--- src/strobe_regs.vh ---
// constants for the memory strobe and select block
`ifndef STROBE_REGS_VH
`define STROBE_REGS_VH
`define DRAM_BANKS        2
`define IO_BANKS          3
`define LANES             4
`define LANE_BITS         8
`define IO_BANK_BYTES     16384
`define IO_ADDR_BITS      14
`define CMD_NOP           3'h7
`define CMD_ACTIVE        3'h3
`define CMD_READ          3'h5
`define CMD_WRITE         3'h4
`define CMD_PRECHARGE     3'h2
`define CMD_REFRESH       3'h1
`define CMD_MODE          3'h0
`define RST_STROBES       3'h7
`define RST_MASK          4'hf
`define RST_DRAM_SEL      2'h3
`define RST_IO_SEL        3'h7
`define RST_ADDR          14'h0000
`define RST_WORD          32'h00000000
`define RST_ERR           1'b0
`endif
--- src/lane_merge.v ---
// byte lane merge: masked write into a stored word, masked read enables
`timescale 1ns/100ps
`include "strobe_regs.vh"
module lane_merge (
   input  wire [3:0]  mask,
   input  wire [31:0] old_word,
   input  wire [31:0] new_word,
   output wire [31:0] merged,
   output wire [31:0] read_en
);
   genvar i;
   // lane i covers bits 8i+7:8i; mask high keeps the old byte
   generate
      for (i = 0; i < `LANES; i = i + 1) begin : g_lane
         assign merged[i*8+7:i*8]  = mask[i] ? old_word[i*8+7:i*8] : new_word[i*8+7:i*8];
         assign read_en[i*8+7:i*8] = {8{~mask[i]}};
      end
   endgenerate
endmodule // lane_merge

--- src/sdram_io_bank_strobes.v ---
// memory strobe, bank select and byte lane mask outputs
`timescale 1ns/100ps
`include "strobe_regs.vh"
module sdram_io_bank_strobes (
   input  wire        clk,
   input  wire        rst,
   input  wire        ce,
   input  wire        dram_req,
   input  wire        dram_bank,
   input  wire [2:0]  dram_cmd,
   input  wire        io_req,
   input  wire [1:0]  io_bank,
   input  wire [13:0] io_addr,
   input  wire [3:0]  lane_keep,
   input  wire [31:0] wr_word,
   input  wire [31:0] stored_word,
   output reg  [1:0]  dram_bank_select_n,
   output reg         dram_row_strobe_n,
   output reg         dram_column_strobe_n,
   output reg         dram_write_strobe_n,
   output reg  [3:0]  byte_lane_mask,
   output reg  [2:0]  io_bank_select_n,
   output reg  [13:0] io_addr_out,
   output reg  [31:0] merged_word_r,
   output reg  [31:0] read_en_r,
   output reg         io_err_r
);
   // the user sequences dram commands; this block only steers them onto the pins
   // limitation: no refresh or timing checks here, a raw command passes as given
   // no control registers: every choice arrives on an input in each cycle, only the outputs are flops
   // ce low holds every flop, so a stalled access keeps its selects and strobes

   // timing, with ce high at every edge:
   //   edge n   samples the request, bank number, command and lane mask
   //   after n  selects, strobes and masks show that request on the pins
   //   edge n+1 takes the next request; back-to-back accesses need no gap
   // with ce low an edge changes nothing, the pins keep the last access
   // reset is asynchronous and parks the pins at their idle levels:
   //   all selects and strobes high, every lane masked, words cleared
   // priority: a dram request hides an io request made in the same cycle,
   //   which is what keeps at most one of the five selects low
   // hazard: stored_word comes from the memory side and must be settled
   //   before the edge, the merge is combinational up to merged_word_r

   // sizes of the io bank group and the lane set
   // 16KB per io bank is covered by the 14-bit offset
   localparam IO_SELS  = `IO_BANKS;
   localparam LANE_CNT = `LANES;

   // datapath results of the lane merge, the next lane mask and the grant
   wire [31:0] merged;
   wire [31:0] read_en;
   wire [3:0]  mask_nxt;
   wire        any_grant;

   // grants and next values of the registered outputs
   reg         dram_grant;
   reg         io_grant;
   reg  [2:0]  dsel_wide;
   reg  [1:0]  dsel_nxt;
   reg  [2:0]  iosel_nxt;
   reg  [2:0]  cmd_nxt;
   reg         err_nxt;

   genvar      l;

   // one-hot active-low decode, shared by both bank groups
   function [2:0] sel_low;
      input [1:0] idx;
      begin
         case (idx)
            2'h0:    sel_low = 3'h6;
            2'h1:    sel_low = 3'h5;
            2'h2:    sel_low = 3'h3;
            default: sel_low = 3'h7;
         endcase
      end
   endfunction

   // bank 3 of the io group has no select pin
   // shared by the select decode and the error decode
   function io_mapped;
      input [1:0] idx;
      begin
         io_mapped = ({30'h0, idx} < IO_SELS);
      end
   endfunction

   // byte lane merge and read enables, one generate slice per lane
   // the memory side feeds stored_word back, so the merge shows what a masked write leaves
   lane_merge u_merge (
      .mask     (lane_keep),
      .old_word (stored_word),
      .new_word (wr_word),
      .merged   (merged),
      .read_en  (read_en)
   );

   // dram wins when both ask, so a single select can fall in any cycle
   // io_req waits while dram_req stands; it is not queued
   always @* begin
      dram_grant = dram_req;
      io_grant   = 1'b0;
      if (!dram_req && io_req) begin
         io_grant = 1'b1;
      end
   end

   // either group granted; the masks open only then
   assign any_grant = dram_grant | io_grant;

   // bank selects: only the granted group decodes its bank number
   // dsel_wide is the 3-bit decode, cut down to the two dram pins
   always @* begin
      dsel_wide = sel_low({1'b0, dram_bank});
      dsel_nxt  = `RST_DRAM_SEL;
      iosel_nxt = `RST_IO_SEL;
      if (dram_grant) begin
         dsel_nxt = dsel_wide[1:0];
      end
      if (io_grant && io_mapped(io_bank)) begin
         iosel_nxt = sel_low(io_bank);
      end
   end

   // an access to the unmapped io bank raises the error flag for that cycle only
   // nothing is latched, so no clear is needed
   always @* begin
      err_nxt = 1'b0;
      if (io_grant && !io_mapped(io_bank)) begin
         err_nxt = 1'b1;
      end
   end

   // command levels pass through raw; a nop keeps all three strobes high
   // bit 2 row, bit 1 column, bit 0 write
   always @* begin
      cmd_nxt = `CMD_NOP;
      if (dram_grant) begin
         cmd_nxt = dram_cmd;
      end
   end

   // a lane is masked outside any access so an idle bus never drives read data
   generate
      for (l = 0; l < LANE_CNT; l = l + 1) begin : g_mask
         assign mask_nxt[l] = any_grant ? lane_keep[l] : 1'b1;
      end
   endgenerate

   // dram bank selects; both high outside a dram access
   // bank 0 pulls bit 0 low, bank 1 bit 1
   always @(posedge clk or posedge rst) begin
      if (rst) begin
         dram_bank_select_n <= `RST_DRAM_SEL;
      end else if (ce) begin
         dram_bank_select_n <= dsel_nxt;
      end
   end

   // row, column and write strobes follow the command bits one cycle later
   // they share one command word, so they never disagree within a cycle
   always @(posedge clk or posedge rst) begin
      if (rst) begin
         {dram_row_strobe_n, dram_column_strobe_n, dram_write_strobe_n} <= `RST_STROBES;
      end else if (ce) begin
         dram_row_strobe_n    <= cmd_nxt[2];
         dram_column_strobe_n <= cmd_nxt[1];
         dram_write_strobe_n  <= cmd_nxt[0];
      end
   end

   // lane masks; reset leaves every lane masked
   // a write masks stored bytes, a read masks driven bytes; the pin is the same
   always @(posedge clk or posedge rst) begin
      if (rst) begin
         byte_lane_mask <= `RST_MASK;
      end else if (ce) begin
         byte_lane_mask <= mask_nxt;
      end
   end

   // io bank selects and the unmapped-bank flag move together
   // bank 0 pulls bit 0 low, up to bank 2 on bit 2
   always @(posedge clk or posedge rst) begin
      if (rst) begin
         io_bank_select_n <= `RST_IO_SEL;
         io_err_r         <= `RST_ERR;
      end else if (ce) begin
         io_bank_select_n <= iosel_nxt;
         io_err_r         <= err_nxt;
      end
   end

   // io offset; 14 bits bound each io bank to 16KB
   // the offset passes even without an io access, the selects alone qualify it
   always @(posedge clk or posedge rst) begin
      if (rst) begin
         io_addr_out <= `RST_ADDR;
      end else if (ce) begin
         io_addr_out <= io_addr;
      end
   end

   // merged word and read enables, registered so the outputs come from flops
   always @(posedge clk or posedge rst) begin
      if (rst) begin
         merged_word_r <= `RST_WORD;
         read_en_r     <= `RST_WORD;
      end else if (ce) begin
         merged_word_r <= merged;
         read_en_r     <= read_en;
      end
   end
endmodule // sdram_io_bank_strobes

--- config.mk ---
export PLATFORM = sky130hd
export DESIGN_NAME = sdram_io_bank_strobes
export DESIGN_NICKNAME = d
export VERILOG_FILES = /design/src/lane_merge.v /design/src/sdram_io_bank_strobes.v
export VERILOG_INCLUDE_DIRS = /design/src
export SDC_FILE = /design/constraint.sdc
export NUM_CORES = 1
export LEC_CHECK = 0
export BUFFER_PORTS_ARGS = -buffer_cell sky130_fd_sc_hd__buf_2
export CAP_MARGIN = 30
export CELL_PAD_IN_SITES_DETAIL_PLACEMENT = 0
export CELL_PAD_IN_SITES_GLOBAL_PLACEMENT = 1
export CORE_ASPECT_RATIO = 1.75
export CORE_UTILIZATION = 31
export DETAILED_ROUTE_END_ITERATION = 8
export GPL_TIMING_DRIVEN = 0
export HOLD_SLACK_MARGIN = 0.12
export PLACE_DENSITY = 0.84
export SLEW_MARGIN = 20
export SYNTH_ARGS = -nofsm -noshare
export SYNTH_HDL_FRONTEND = slang
export SYNTH_SLANG_ARGS = --single-unit
--- constraint.sdc ---
create_clock -name clk -period 2.15 [get_ports clk]
set_clock_uncertainty 0.1 [all_clocks]
set_input_delay 0.3225 -clock clk [delete_from_list [all_inputs] [get_ports clk]]
set_output_delay 0.3225 -clock clk [all_outputs]
set_load 0.05 [all_outputs]
# Word-level counts from Yosys, hierarchy flattened
# Index checks and enable logic that the tools add are counted.
[op_classes]
n_mux = 15
bitwise_logic = 6
reduce_logical = 6
n_lt_le_gt_ge = 1
eq_ne = 2
[op_table]
columns = ["op", "count"]
rows = [
  ["$mux 8", 4],
  ["$pmux 3 s3", 1],
  ["$mux 1", 6],
  ["$mux 3", 2],
  ["$not 1->1", 5],
  ["$pmux 2 s2", 1],
  ["$logic_and 1x1->1", 3],
  ["$eq 2x1->1 const B", 1],
  ["$eq 2x2->1 const B", 1],
  ["$logic_not 1->1", 2],
  ["$logic_not 2->1", 1],
  ["$lt 2x2->1 const B", 1],
  ["$mux 2", 1],
  ["$or 1x1->1", 1],
]
[word_totals]
elab_cells = 40
regBits = 84

# Logic depth before layout (Yosys ltp)
# Gate-level depths: netlist of run 1.
[depth]
depth_word = 5
ltp_mapped = 4

# Hierarchy
# A second synthesis of run 1 with hierarchy kept.
[hier_totals]
hier_cells = 283
hier_area_um2 = 4205.3
[by_module_without_submodules]
columns = ["mod", "seq_area_each_um2", "cells_per_inst", "instances", "area_per_inst_um2"]
rows = [
  ["sdram_io_bank_strobes", 2292.2, 215, 1, 3454.6],
  ["lane_merge", 0.0, 68, 1, 750.7],
]

# Worst setup path before layout of run 1
# OpenSTA, ideal clock, no wires.
[synth_timing]
kind = "register to output"
startpoint = "register read_en_r[15] (netlist name)"
endpoint = "output port read_en_r[10]"
stages_incl_launch_ff = 2
t_arrival_ns = 1.013
path_slack_ns = 0.714
path_cell_list = "dfrtp_1 > buf_4"
[synth_rtl]
columns = ["item", "line_no", "text"]
rows = [
  ["end: declaration", "sdram_io_bank_strobes.v:25", "output reg [31:0] read_en_r,"],
]

==> flow_metrics.env, run 1 <==
export IMPL_post_route_period_util_pct=74.95
export IMPL_final_area_mm2=0.004384
export IMPL_path_buf_inv=2
export IMPL_powerDensity_mw_per_mm2=938.1
export IMPL_io_pins=184
export IMPL_critPathKind="reg -> out"
export IMPL_status="finished clean"
export IMPL_grt_usage_pct=16.55
export IMPL_ant_nets=0
export IMPL_hold_worst_slack_ps=126.9
export IMPL_drv_cap=0
export IMPL_synth_top_area_share_pct=44.14
export IMPL_rsz0062_at_grt="false"
export IMPL_antenna_found_initial=0
export IMPL_dr_pass1_iters=4
export IMPL_layout_cells_most_common="buf_2"
export IMPL_min_period_ps=1611
export IMPL_critical_path_top_delay_family="flip-flops"
export IMPL_start_util_pct=32.00
export IMPL_clock_path_buffers=2
export IMPL_coreArea_mm2=0.009036
export IMPL_grt_start_max_net_pins=39
export IMPL_die_area_mm2=0.009733
export IMPL_path_cells="buf_4, buf_2"
export IMPL_cts_tree="yes"
export IMPL_row_count=46
export IMPL_ir_drop_mv=0.5034
export IMPL_mappedNetlistNets=348
export IMPL_syn_inst=255
export IMPL_slew_headroom_pct=75.89
export IMPL_syn_to_final_growth_pct=51.62
export IMPL_hold_viol=0
export IMPL_grt_pass1_vias=2424
export IMPL_worst_pin_slew_ps=360.3
export IMPL_root_buffer="clkbuf_16"
export IMPL_ctsResizeCount=0
export IMPL_synth_avg_cell_area_um2=11.34
export IMPL_final_net_count=549
export IMPL_arrival_ps=1190
export IMPL_synthTopCellsByArea="dfrtp_1 (44%), mux2i_1 (11%), dfstp_2 (11%), buf_4 (8.0%), a21oi_1 (5.5%)"
export IMPL_setup_viol_count_final=0
export IMPL_yosysSeqAreaShare_pct=55.04
export IMPL_synth_top_area_cell="dfrtp_1"
export IMPL_min_path_type="in -> reg"
export IMPL_n_antenna_cell=0
export IMPL_r2r_start="dram_bank_select_n[1]$_DFFE_PP1P_"
export IMPL_initialDrtViolationCount=163
export IMPL_fmax_mhz=620.6
export IMPL_clock_latency_ps=320
export IMPL_setup_tns_final_ps=0
export IMPL_grt_first_pass_wirelength_mm=11.73
export IMPL_placed_area_mm2=0.003960
export IMPL_drcViolationCount=0
export IMPL_place_gp_congestion=0.7345
export IMPL_startpoint_type="register"
export IMPL_layout_common_cells="buf_2 (185), dfrtp_1 (51), nor2_1 (37), mux2i_1 (32), a21oi_1 (32)"
export IMPL_cp_max_fo=9
export IMPL_drv_slew=0
export IMPL_clkTransAtPathRegs_ps=60
export IMPL_vias=2588
export IMPL_wl_mm=7.896
export IMPL_overflow=0
export IMPL_die_w_um=75.01
export IMPL_layout_drive_gt1_share_pct=57.48
export IMPL_holdCritStartpoint="dram_cmd[0]"
export IMPL_hpwl_mm=6.051
export IMPL_cp_slowest_cell="dfrtp_1"
export IMPL_portBuffers=179
export IMPL_cp_slowest_stage_delay_ps=470
export IMPL_synth_area_mm2=0.002892
export IMPL_post_drt_via_cell_ratio=4.454
export IMPL_wire_per_inst_um=13.59
export IMPL_numCtsBuffers=9
export IMPL_die_y_um=129.8
export IMPL_critPathCaptureType="output pin"
export IMPL_cts_sinks=63
export IMPL_power_total_uw=4113
export IMPL_synth_seq_cells=63
export IMPL_synth_cell_types=19
export IMPL_h_tree_depth=3
export IMPL_critPathRequiredTime_ps=1730
export IMPL_critPathLaunch="read_en_r[15]$_DFFE_PP0P_"
export IMPL_yosys_warnings=0
export IMPL_p_leak_uw=0.002255
cell usage after synthesis:
| cell | instances |
|---|---|
| a21oi_1 | 32 |
| a31oi_1 | 4 |
| buf_2 | 6 |
| buf_4 | 31 |
| buf_6 | 4 |
| clkbuf_2 | 2 |
| dfrtp_1 | 51 |
| dfstp_2 | 12 |
| inv_1 | 8 |
| mux2_2 | 14 |
| mux2i_1 | 32 |
| nand2_1 | 2 |
| nand2b_1 | 5 |
| nand3b_1 | 1 |
| nor2_1 | 37 |
| nor3b_1 | 1 |
| o21ai_0 | 4 |
| o22a_1 | 8 |
| o22ai_1 | 1 |
logic make-up after synthesis:
group	share of synthesized area, %
multiplexers	16.53
AO/OA/AOI/OAI	9.736
buffers and inverters	12.03
AND/OR/NAND/NOR	6.664
flip-flops	55.04
layer usage:
metal	wire length, um	global-route usage, %
met4	215	8.213
met1	2923	18.28
met3	430	4.093
met2	4327	28.83
met5	0	0
where the power goes:
group | switching (uW) | internal [uW]
clock | 507 | 1050
combinational | 831 | 347
sequential | 68.6 | 1310
final cells by class:
type                       count  area [um^2]
buffer                        43        317.8
clock buffer                  11        242.7
tap                          120        150.1
timing repair buffer         190         1016
sequential                    63         1592
clock inverter                 5        81.33
inverter                       8        32.53
multi-input combinational    141        952.2
fill                         875         4652
per-stage QoR:
stage                     instances  utilization, %  setup slack [ps]
after floorplan                 255               -             177.6
after global placement          554           43.58            -613.2
after detailed placement        555           43.82             811.0
after CTS                       581           48.52             512.6
after global routing            581           48.52             447.6
final                           581           48.52             538.6
path summary, 6_finish.rpt:
kind | cells past startpoint | slack (ps) | to
worst min-delay path | 2 | 130 | dram_write_strobe_n$_DFFE_PP1P_
worst max register to register | 3 | 750 | dram_bank_select_n[1]$_DFFE_PP1P_
max in group asynchronous | 4 | 950 | byte_lane_mask[3]$_DFFE_PP1P_
min in group asynchronous | 3 | 420 | io_addr_out[12]$_DFFE_PP0P_
worst min register to register | 2 | 390 | io_bank_select_n[1]$_DFFE_PP1P_
worst max-delay path | 2 | 540 | read_en_r[12]
worst reg2reg max path: cells and delay by family (launching register included):
family | cells | cell delay (ps)
compound gates | 1 | 120
flops | 1 | 530
simple gates | 1 | 40
buf+inv | 1 | 560
sequential cells by signal (all words and copies together) (netlist names), 2 cells and up:
signal / count
merged_word_r: 32
io_addr_out: 14
byte_lane_mask: 4
read_en_r: 4
io_bank_select_n: 3
dram_bank_select_n: 2
what timing repair did:
action,4_1_cts,5_1_grt
setup buffers,0,0
hold buffers,10,0
endpoints found under the hold margin,33,0
No activity file was read; power rests on OpenSTA's default activity.
==> run 2, diff against run 1 <==
--- a/config.mk
+++ b/config.mk
@@ -11,11 +11,11 @@
 export CELL_PAD_IN_SITES_DETAIL_PLACEMENT = 0
 export CELL_PAD_IN_SITES_GLOBAL_PLACEMENT = 1
 export CORE_ASPECT_RATIO = 1.75
-export CORE_UTILIZATION = 31
+export CORE_UTILIZATION = 28
 export DETAILED_ROUTE_END_ITERATION = 8
 export GPL_TIMING_DRIVEN = 0
 export HOLD_SLACK_MARGIN = 0.12
-export PLACE_DENSITY = 0.84
+export PLACE_DENSITY = 0.8
 export SLEW_MARGIN = 20
 export SYNTH_ARGS = -nofsm -noshare
 export SYNTH_HDL_FRONTEND = slang
==> constraint.sdc (replaced) <==
create_clock -name clk -period 1.4 [get_ports clk]
set_clock_uncertainty 0.1 [all_clocks]
set_input_delay 0.21 -clock clk [delete_from_list [all_inputs] [get_ports clk]]
set_output_delay 0.21 -clock clk [all_outputs]
set_load 0.05 [all_outputs]
==> run 2 against run 1 <==
Effect of this change: cell area increased by 21%; first-iteration DRC count decreased by 42%; sequential share of layout area decreased by 6.2 points; combinational power increased by 79%; cell count increased by 13%; register-to-register slack got worse by 270 ps; routed wire length increased by 22%; clock power increased by 51%; critical path depth unchanged.
==> flow_metrics.env, run 2 (same netlist as run 1, synthesis figures left out) <==
export IMPL_grt_start_max_net_pins=34
export IMPL_start_util_pct=29.00
export IMPL_io_pins=184
export IMPL_largest_register="merged_word_r"
export IMPL_grt_pass1_vias=3056
export IMPL_die_y_um=136.4
export IMPL_grt_first_pass_wirelength_mm=14.86
export IMPL_vias=2864
export IMPL_cts_tree="yes"
export IMPL_slew_headroom_pct=50.21
export IMPL_hold_viol=0
export IMPL_layout_cells_most_common="buf_2"
export IMPL_fmax_mhz=720.0
export IMPL_place_gp_congestion=0.7234
export IMPL_drv_slew=0
export IMPL_path_buf_inv=2
export IMPL_n_antenna_cell=0
export IMPL_rsz0062_at_grt="true"
export IMPL_cts_sinks=63
export IMPL_ir_drop_mv=0.6939
export IMPL_layout_common_cells="buf_2 (145), dlygate4sd3_1 (79), dfrtp_1 (47), buf_4 (43), nor2_1 (37)"
export IMPL_final_util_pct=53.11
export IMPL_r2r_cells=2
export IMPL_cp_max_fo=9
export IMPL_arrival_ps=1080
export IMPL_numCtsBuffers=9
export IMPL_dr_pass1_iters=4
export IMPL_h_tree_depth=3
export IMPL_critPathRequiredTime_ps=1090
export IMPL_worst_slack_ps=11.17
export IMPL_setup_viol_count_final=0
export IMPL_die_area_mm2=0.01075
export IMPL_min_period_ps=1389
export IMPL_clock_path_buffers=2
export IMPL_post_drt_via_cell_ratio=4.366
export IMPL_final_net_count=619
export IMPL_row_count=48
export IMPL_post_route_period_util_pct=99.20
export IMPL_ant_nets=0
export IMPL_grt_usage_pct=18.42
export IMPL_startpoint_type="register"
export IMPL_coreArea_mm2=0.009970
export IMPL_root_buffer="clkbuf_16"
export IMPL_overflow=0
export IMPL_post_place_cells=560
export IMPL_powerDensity_mw_per_mm2=1241
export IMPL_worst_pin_slew_ps=742.7
export IMPL_status="finished clean"
export IMPL_p_leak_uw=0.002604
export IMPL_cp_slowest_stage_delay_ps=460
export IMPL_die_w_um=78.82
export IMPL_hold_depth=3
export IMPL_layout_drive_gt1_share_pct=50.85
export IMPL_critical_path_top_delay_family="flip-flops"
export IMPL_min_path_type="in -> reg"
export IMPL_stdcell_count=656
export IMPL_dp_slack_ps=166.2
export IMPL_clkTransAtPathRegs_ps=50
export IMPL_clock_latency_ps=330
export IMPL_initialDrtViolationCount=94
export IMPL_syn_to_final_growth_pct=83.12
export IMPL_drv_cap=0
export IMPL_portBuffers=179
export IMPL_fillers=880
export IMPL_largest_register_ffs=32
export IMPL_wire_per_inst_um=14.72
export IMPL_wl_mm=9.656
export IMPL_cp_num_cells=2
export IMPL_antenna_found_initial=0
export IMPL_path_cells="buf_4, buf_6"
export IMPL_critPathCaptureType="output pin"
export IMPL_hpwl_mm=6.035
export IMPL_setup_tns_final_ps=0
export IMPL_cp_slowest_cell="dfrtp_2"
export IMPL_critPathKind="reg -> out"
export IMPL_top_regs="merged_word_r: 32 flops, io_addr_out: 14 flops"
export IMPL_drcViolationCount=0
## run 2: cell types whose count changed in the layout (fill, tap and decap cells not counted)
cell,change
dfrtp_1,-4
buf_2,-40
buf_4,+12
buf_6,+28
bufinv_16,-1
clkbuf_8,+3
dfrtp_2,+4
clkinv_2,-1
dlygate4sd3_1,+69
inv_4,-1
clkinvlp_2,+1
clkinv_4,-1
clkinvlp_4,+1
## run 2: path summary, 6_finish.rpt
kind                                                         from                           endpoint  slack, ps
worst max-delay path                    read_en_r[23]$_DFFE_PP0P_                      read_en_r[20]         10
worst max register to register    io_bank_select_n[0]$_DFFE_PP1P_    io_bank_select_n[0]$_DFFE_PP1P_        480
max in group asynchronous                                     rst    io_bank_select_n[2]$_DFFE_PP1P_        270
min in group asynchronous                                     rst        io_addr_out[10]$_DFFE_PP0P_        360
worst min-delay path                                  wr_word[12]      merged_word_r[12]$_DFFE_PP0P_        110
worst min register to register  dram_bank_select_n[1]$_DFFE_PP1P_  dram_bank_select_n[1]$_DFFE_PP1P_        390
## run 2: timing repair
action	4_1_cts	5_1_grt
hold buffers	79	0
gates cloned	0	1
setup endpoints to repair	44	38
gates resized for setup	72	0
endpoints found under the hold margin	78	0
buffers inserted	0	0
## run 2: through the flow
step	hold WS (ps)	area (um^2)	power [uW]
finish	108.6	5295	6569
detailed placement	252.4	3968	3955
global placement	306.4	3948	3923
floorplan	179.2	2895	3470
global route	129.2	5295	6822
CTS	120.0	5290	6625
## run 2: layout make-up
class,count,area [um^2],share of cell area [%]
repair buffers,259,1912,36.11
flip-flops and latches,63,1597,30.15
multi-input cells,141,952.2,17.98
plain buffers,43,317.8,6.002
clock buffers,14,284.0,5.364
well taps,125,156.4,2.954
clock inverters,2,37.54,0.7089
inverters,8,33.78,0.6380
repair inverters,1,5.005,0.09452
## run 2: power by group
| part | switching (uW) | internal (uW) |
|---|---|---|
| clock network | 764 | 1570 |
| logic | 1340 | 766 |
| registers | 108 | 2020 |
| total | 2210 | 4360 |
## run 2: metal layers
metal	global-route usage, %	part of all wire, %	vias to the layer above
met1	18.39	36	1333
met3	3.624	4.8	26
li1	-	-	1382
met4	10.81	3.6	0
met2	34.54	55	123
met5	0	0	-
## run 2: worst register-to-register path: cells and delay by family (launching register included)
family / cells / cell delay [ps]
AND/OR/NAND/NOR: 1 / 40
flip-flops: 1 / 530
AO/OA/AOI/OAI: 1 / 160
==> run 3, diff against run 2 <==
--- a/config.mk
+++ b/config.mk
@@ -11,12 +11,12 @@
 export CELL_PAD_IN_SITES_DETAIL_PLACEMENT = 0
 export CELL_PAD_IN_SITES_GLOBAL_PLACEMENT = 1
 export CORE_ASPECT_RATIO = 1.75
-export CORE_UTILIZATION = 28
+export CORE_UTILIZATION = 34
 export DETAILED_ROUTE_END_ITERATION = 8
-export GPL_TIMING_DRIVEN = 0
 export HOLD_SLACK_MARGIN = 0.12
 export PLACE_DENSITY = 0.8
 export SLEW_MARGIN = 20
 export SYNTH_ARGS = -nofsm -noshare
 export SYNTH_HDL_FRONTEND = slang
+export SYNTH_HIERARCHICAL = 1
 export SYNTH_SLANG_ARGS = --single-unit
==> run 3 against run 2 <==
Effect of this change: utilization shrank 4.5 points; fmax is 1.3% higher; die area is 19% higher; sequential power up 44%; power grew 24%; clock power up 24%; worst hold slack improved by 26 ps; first-iteration DRC count decreased by 8.5%; cell area rose by 10%; critical endpoint is now dram_bank_select_n[0]; largest cell class is now registers.
==> flow_metrics.env, run 3 <==
export IMPL_clock_path_buffers=2
export IMPL_fillers=1094
export IMPL_post_route_period_util_pct=97.88
export IMPL_powerDensity_mw_per_mm2=1393
export IMPL_cts_tree="yes"
export IMPL_synth_common_cells="dfrtp_1 (79), mux2_2 (78), mux2_4 (32)"
export IMPL_clock_latency_ps=330
export IMPL_grt_pass1_vias=3011
export IMPL_grt_usage_pct=14.33
export IMPL_setup_tns_final_ps=0
export IMPL_placed_area_mm2=0.005141
export IMPL_coreArea_mm2=0.01200
export IMPL_met2_usage_pct=27.06
export IMPL_hold_depth=3
export IMPL_grt_first_pass_wirelength_mm=14.23
export IMPL_cp_slowest_stage_delay_ps=540
export IMPL_initialDrtViolationCount=86
export IMPL_p_leak_uw=0.002837
export IMPL_portBuffers=183
export IMPL_layout_cells_most_common="buf_2"
export IMPL_final_net_count=568
export IMPL_die_w_um=86.07
export IMPL_drv_slew=0
export IMPL_ir_drop_mv=0.5709
export IMPL_rr_endpoint="dram_bank_select_n[1]$_DFFE_PP1P_"
export IMPL_synth_xor_area_share_pct=0
export IMPL_post_drt_via_cell_ratio=4.464
export IMPL_path_buf_inv=1
export IMPL_cp_slowest_cell="dfstp_2"
export IMPL_layout_common_cells="buf_2 (170), dfrtp_1 (79), mux2_2 (78), mux2_4 (32), dlygate4sd3_1 (28)"
export IMPL_synth_compound_area_share_pct=2.172
export IMPL_root_buffer="clkbuf_16"
export IMPL_synth_async_sr_flop_share_pct=100.0
export IMPL_synthFlopType="dfrtp_1"
export IMPL_hpwl_mm=6.655
export IMPL_synthTopCellsByArea="dfrtp_1 (47%), mux2_2 (21%), mux2_4 (11%), dfstp_2 (7.5%), buf_4 (5.4%)"
export IMPL_synthAdderAreaFrac_pct=0
export IMPL_wire_per_inst_um=13.75
export IMPL_seqPwrFrac_pct=37.7
export IMPL_drcViolationCount=0
export IMPL_synth_edf_count=0
export IMPL_row_count=53
export IMPL_r2r_start="dram_bank_select_n[1]$_DFFE_PP1P_"
export IMPL_syn_inst=283
export IMPL_h_tree_depth=3
export IMPL_top_regs="merged_word_r: 32 flops, read_en_r: 32 flops, io_addr_out: 14 flops"
export IMPL_cts_sinks=91
export IMPL_place_gp_congestion=0.7484
export IMPL_antenna_found_initial=0
export IMPL_synth_avg_cell_area_um2=14.86
export IMPL_ant_nets=0
export IMPL_holdCritStartpoint="stored_word[15]"
export IMPL_hold_viol=0
export IMPL_yosysSeqAreaShare_pct=54.51
export IMPL_layout_drive_gt1_share_pct=69.94
export IMPL_final_area_mm2=0.005831
export IMPL_drv_cap=0
export IMPL_min_period_ps=1370
export IMPL_rsz0062_at_grt="false"
export IMPL_syn_to_final_growth_pct=38.65
export IMPL_fmax_mhz=729.7
export IMPL_yosys_cell_count_top_type="dfrtp_1"
export IMPL_synthSimpleGateAreaFrac_pct=1.547
export IMPL_overflow=0
export IMPL_synth_cell_types=17
export IMPL_n_antenna_cell=0
export IMPL_postCtsSetupRepairBufs=0
export IMPL_die_y_um=149.1
export IMPL_synth_seq_cells=91
export IMPL_arrival_ps=1060
export IMPL_mappedNetlistNets=376
export IMPL_met3_usage_pct=3.431
export IMPL_switchingPower_uw=2501
export IMPL_status="finished clean"
export IMPL_clockPowerShare_pct=35.8
export IMPL_slew_headroom_pct=73.46
export IMPL_combPwrFrac_pct=26.5
export IMPL_io_pins=184
export IMPL_clkTransAtPathRegs_ps=60
export IMPL_r2r_slack_ps=500
export IMPL_swShare_pct=30.80
export IMPL_critPathCaptureType="output pin"
export IMPL_worst_pin_slew_ps=397.2
export IMPL_setup_viol_count_final=0
export IMPL_numCtsBuffers=9
export IMPL_p_int_uw=5621
export IMPL_min_path_type="in -> reg"
export IMPL_r2r_cells=2
export IMPL_yosys_warnings=6
export IMPL_startpoint_type="register"
export IMPL_path_cells="buf_4"
export IMPL_cp_max_fo=2
export IMPL_vias=2875
export IMPL_dr_pass1_iters=3
export IMPL_met1_usage_pct=14.61
export IMPL_grt_start_max_net_pins=36
export IMPL_critPathRequiredTime_ps=1090
export IMPL_synth_top_family_by_area="multiplexers"
export IMPL_start_util_pct=35.04
export IMPL_critical_path_top_delay_family="flip-flops"
export IMPL_hold_end="merged_word_r[15]$_DFFE_PP0P_"
export IMPL_die_area_mm2=0.01283
export IMPL_synth_top_area_cell="dfrtp_1"
export IMPL_synthMuxAreaShare_pct=32.31
export IMPL_synth_area_mm2=0.004205
export IMPL_synth_top_area_share_pct=47.01
export IMPL_critPathKind="reg -> out"
export IMPL_wl_mm=8.858
export IMPL_top_usage_layer="met2"
-- run 3: cell count changes in the layout (fill, tap and decap cells not counted), sizes merged, moves of 6 or more --
cell / previous run / this run
mux2: 14 / 110
nor2: 37 / 8
mux2i: 32 / 0
dfrtp: 51 / 79
buf: 221 / 196
a21oi: 32 / 0
clkbuf: 16 / 10
dlygate4sd3: 79 / 28
-- run 3: power by group through the flow --
stage	Clock, uW	Combinational (uW)	Sequential [uW]
2_1_floorplan	0	599	4090
3_3_place_gp	0	2070	3090
3_5_place_dp	0	2100	3110
4_1_cts	3000	2170	3060
5_1_grt	3100	2270	3100
6_report	2910	2150	3060
-- run 3: layer usage --
metal | wire length, um | part of all wire [%]
met1 | 3144 | 35
met2 | 5062 | 57
met3 | 446 | 5.0
met4 | 204 | 2.3
met5 | 0 | 0
-- run 3: repair_timing --
action	CTS	global route
gates resized for setup	12	4
endpoints found under the setup margin	12	4
endpoints found under the hold margin	109	0
hold buffers	28	0
-- run 3: final cells by class --
type                            count  area (um^2)  area share, %
Sequential cell                    91         2292          39.31
Multi-Input combinational cell    137         1515          25.99
Timing Repair Buffer              224         1404          24.08
Clock buffer                       10        239.0          4.099
Tap cell                          165        206.4          3.541
Clock inverter                      5        125.1          2.146
Inverter                           12        48.80         0.8369
-- run 3: worst max-delay path by stage --
stage                                            from                             to  slack [ps]  cells after the start
floorplan                                         rst     io_addr_out[0]$_DFFE_PP0P_          40                      1
CTS                 dram_bank_select_n[0]$_DFFE_PP1P_          dram_bank_select_n[0]           6                      1
finish              dram_bank_select_n[0]$_DFFE_PP1P_          dram_bank_select_n[0]          30                      1
global route        dram_bank_select_n[0]$_DFFE_PP1P_          dram_bank_select_n[0]           2                      1
detailed placement                       lane_keep[2]  merged_word_r[16]$_DFFE_PP0P_          60                      3
global placement                         lane_keep[0]   merged_word_r[4]$_DFFE_PP0P_         100                      3
-- run 3: cells by family (layout without fill, tap and decap cells) --
group,after synthesis,in the layout
multiplexers,110,110
flip-flops,91,91
AO/OA/AOI/OAI,13,13
buffers and inverters,55,251
AND/OR/NAND/NOR,14,14
-- run 3: metrics by stage --
stage               hold WS, ps  setup slack, ps  power (uW)  cells  util, %
floorplan                 179.2            36.08        4693    283        -
global placement          134.1            98.03        5161    601    42.83
detailed placement        128.3            62.08        5205    601    42.83
CTS                       120.6            5.650        8239    644    48.45
global route              124.4            1.766        8466    644    48.58
finish                    134.4            29.61        8122    644    48.58
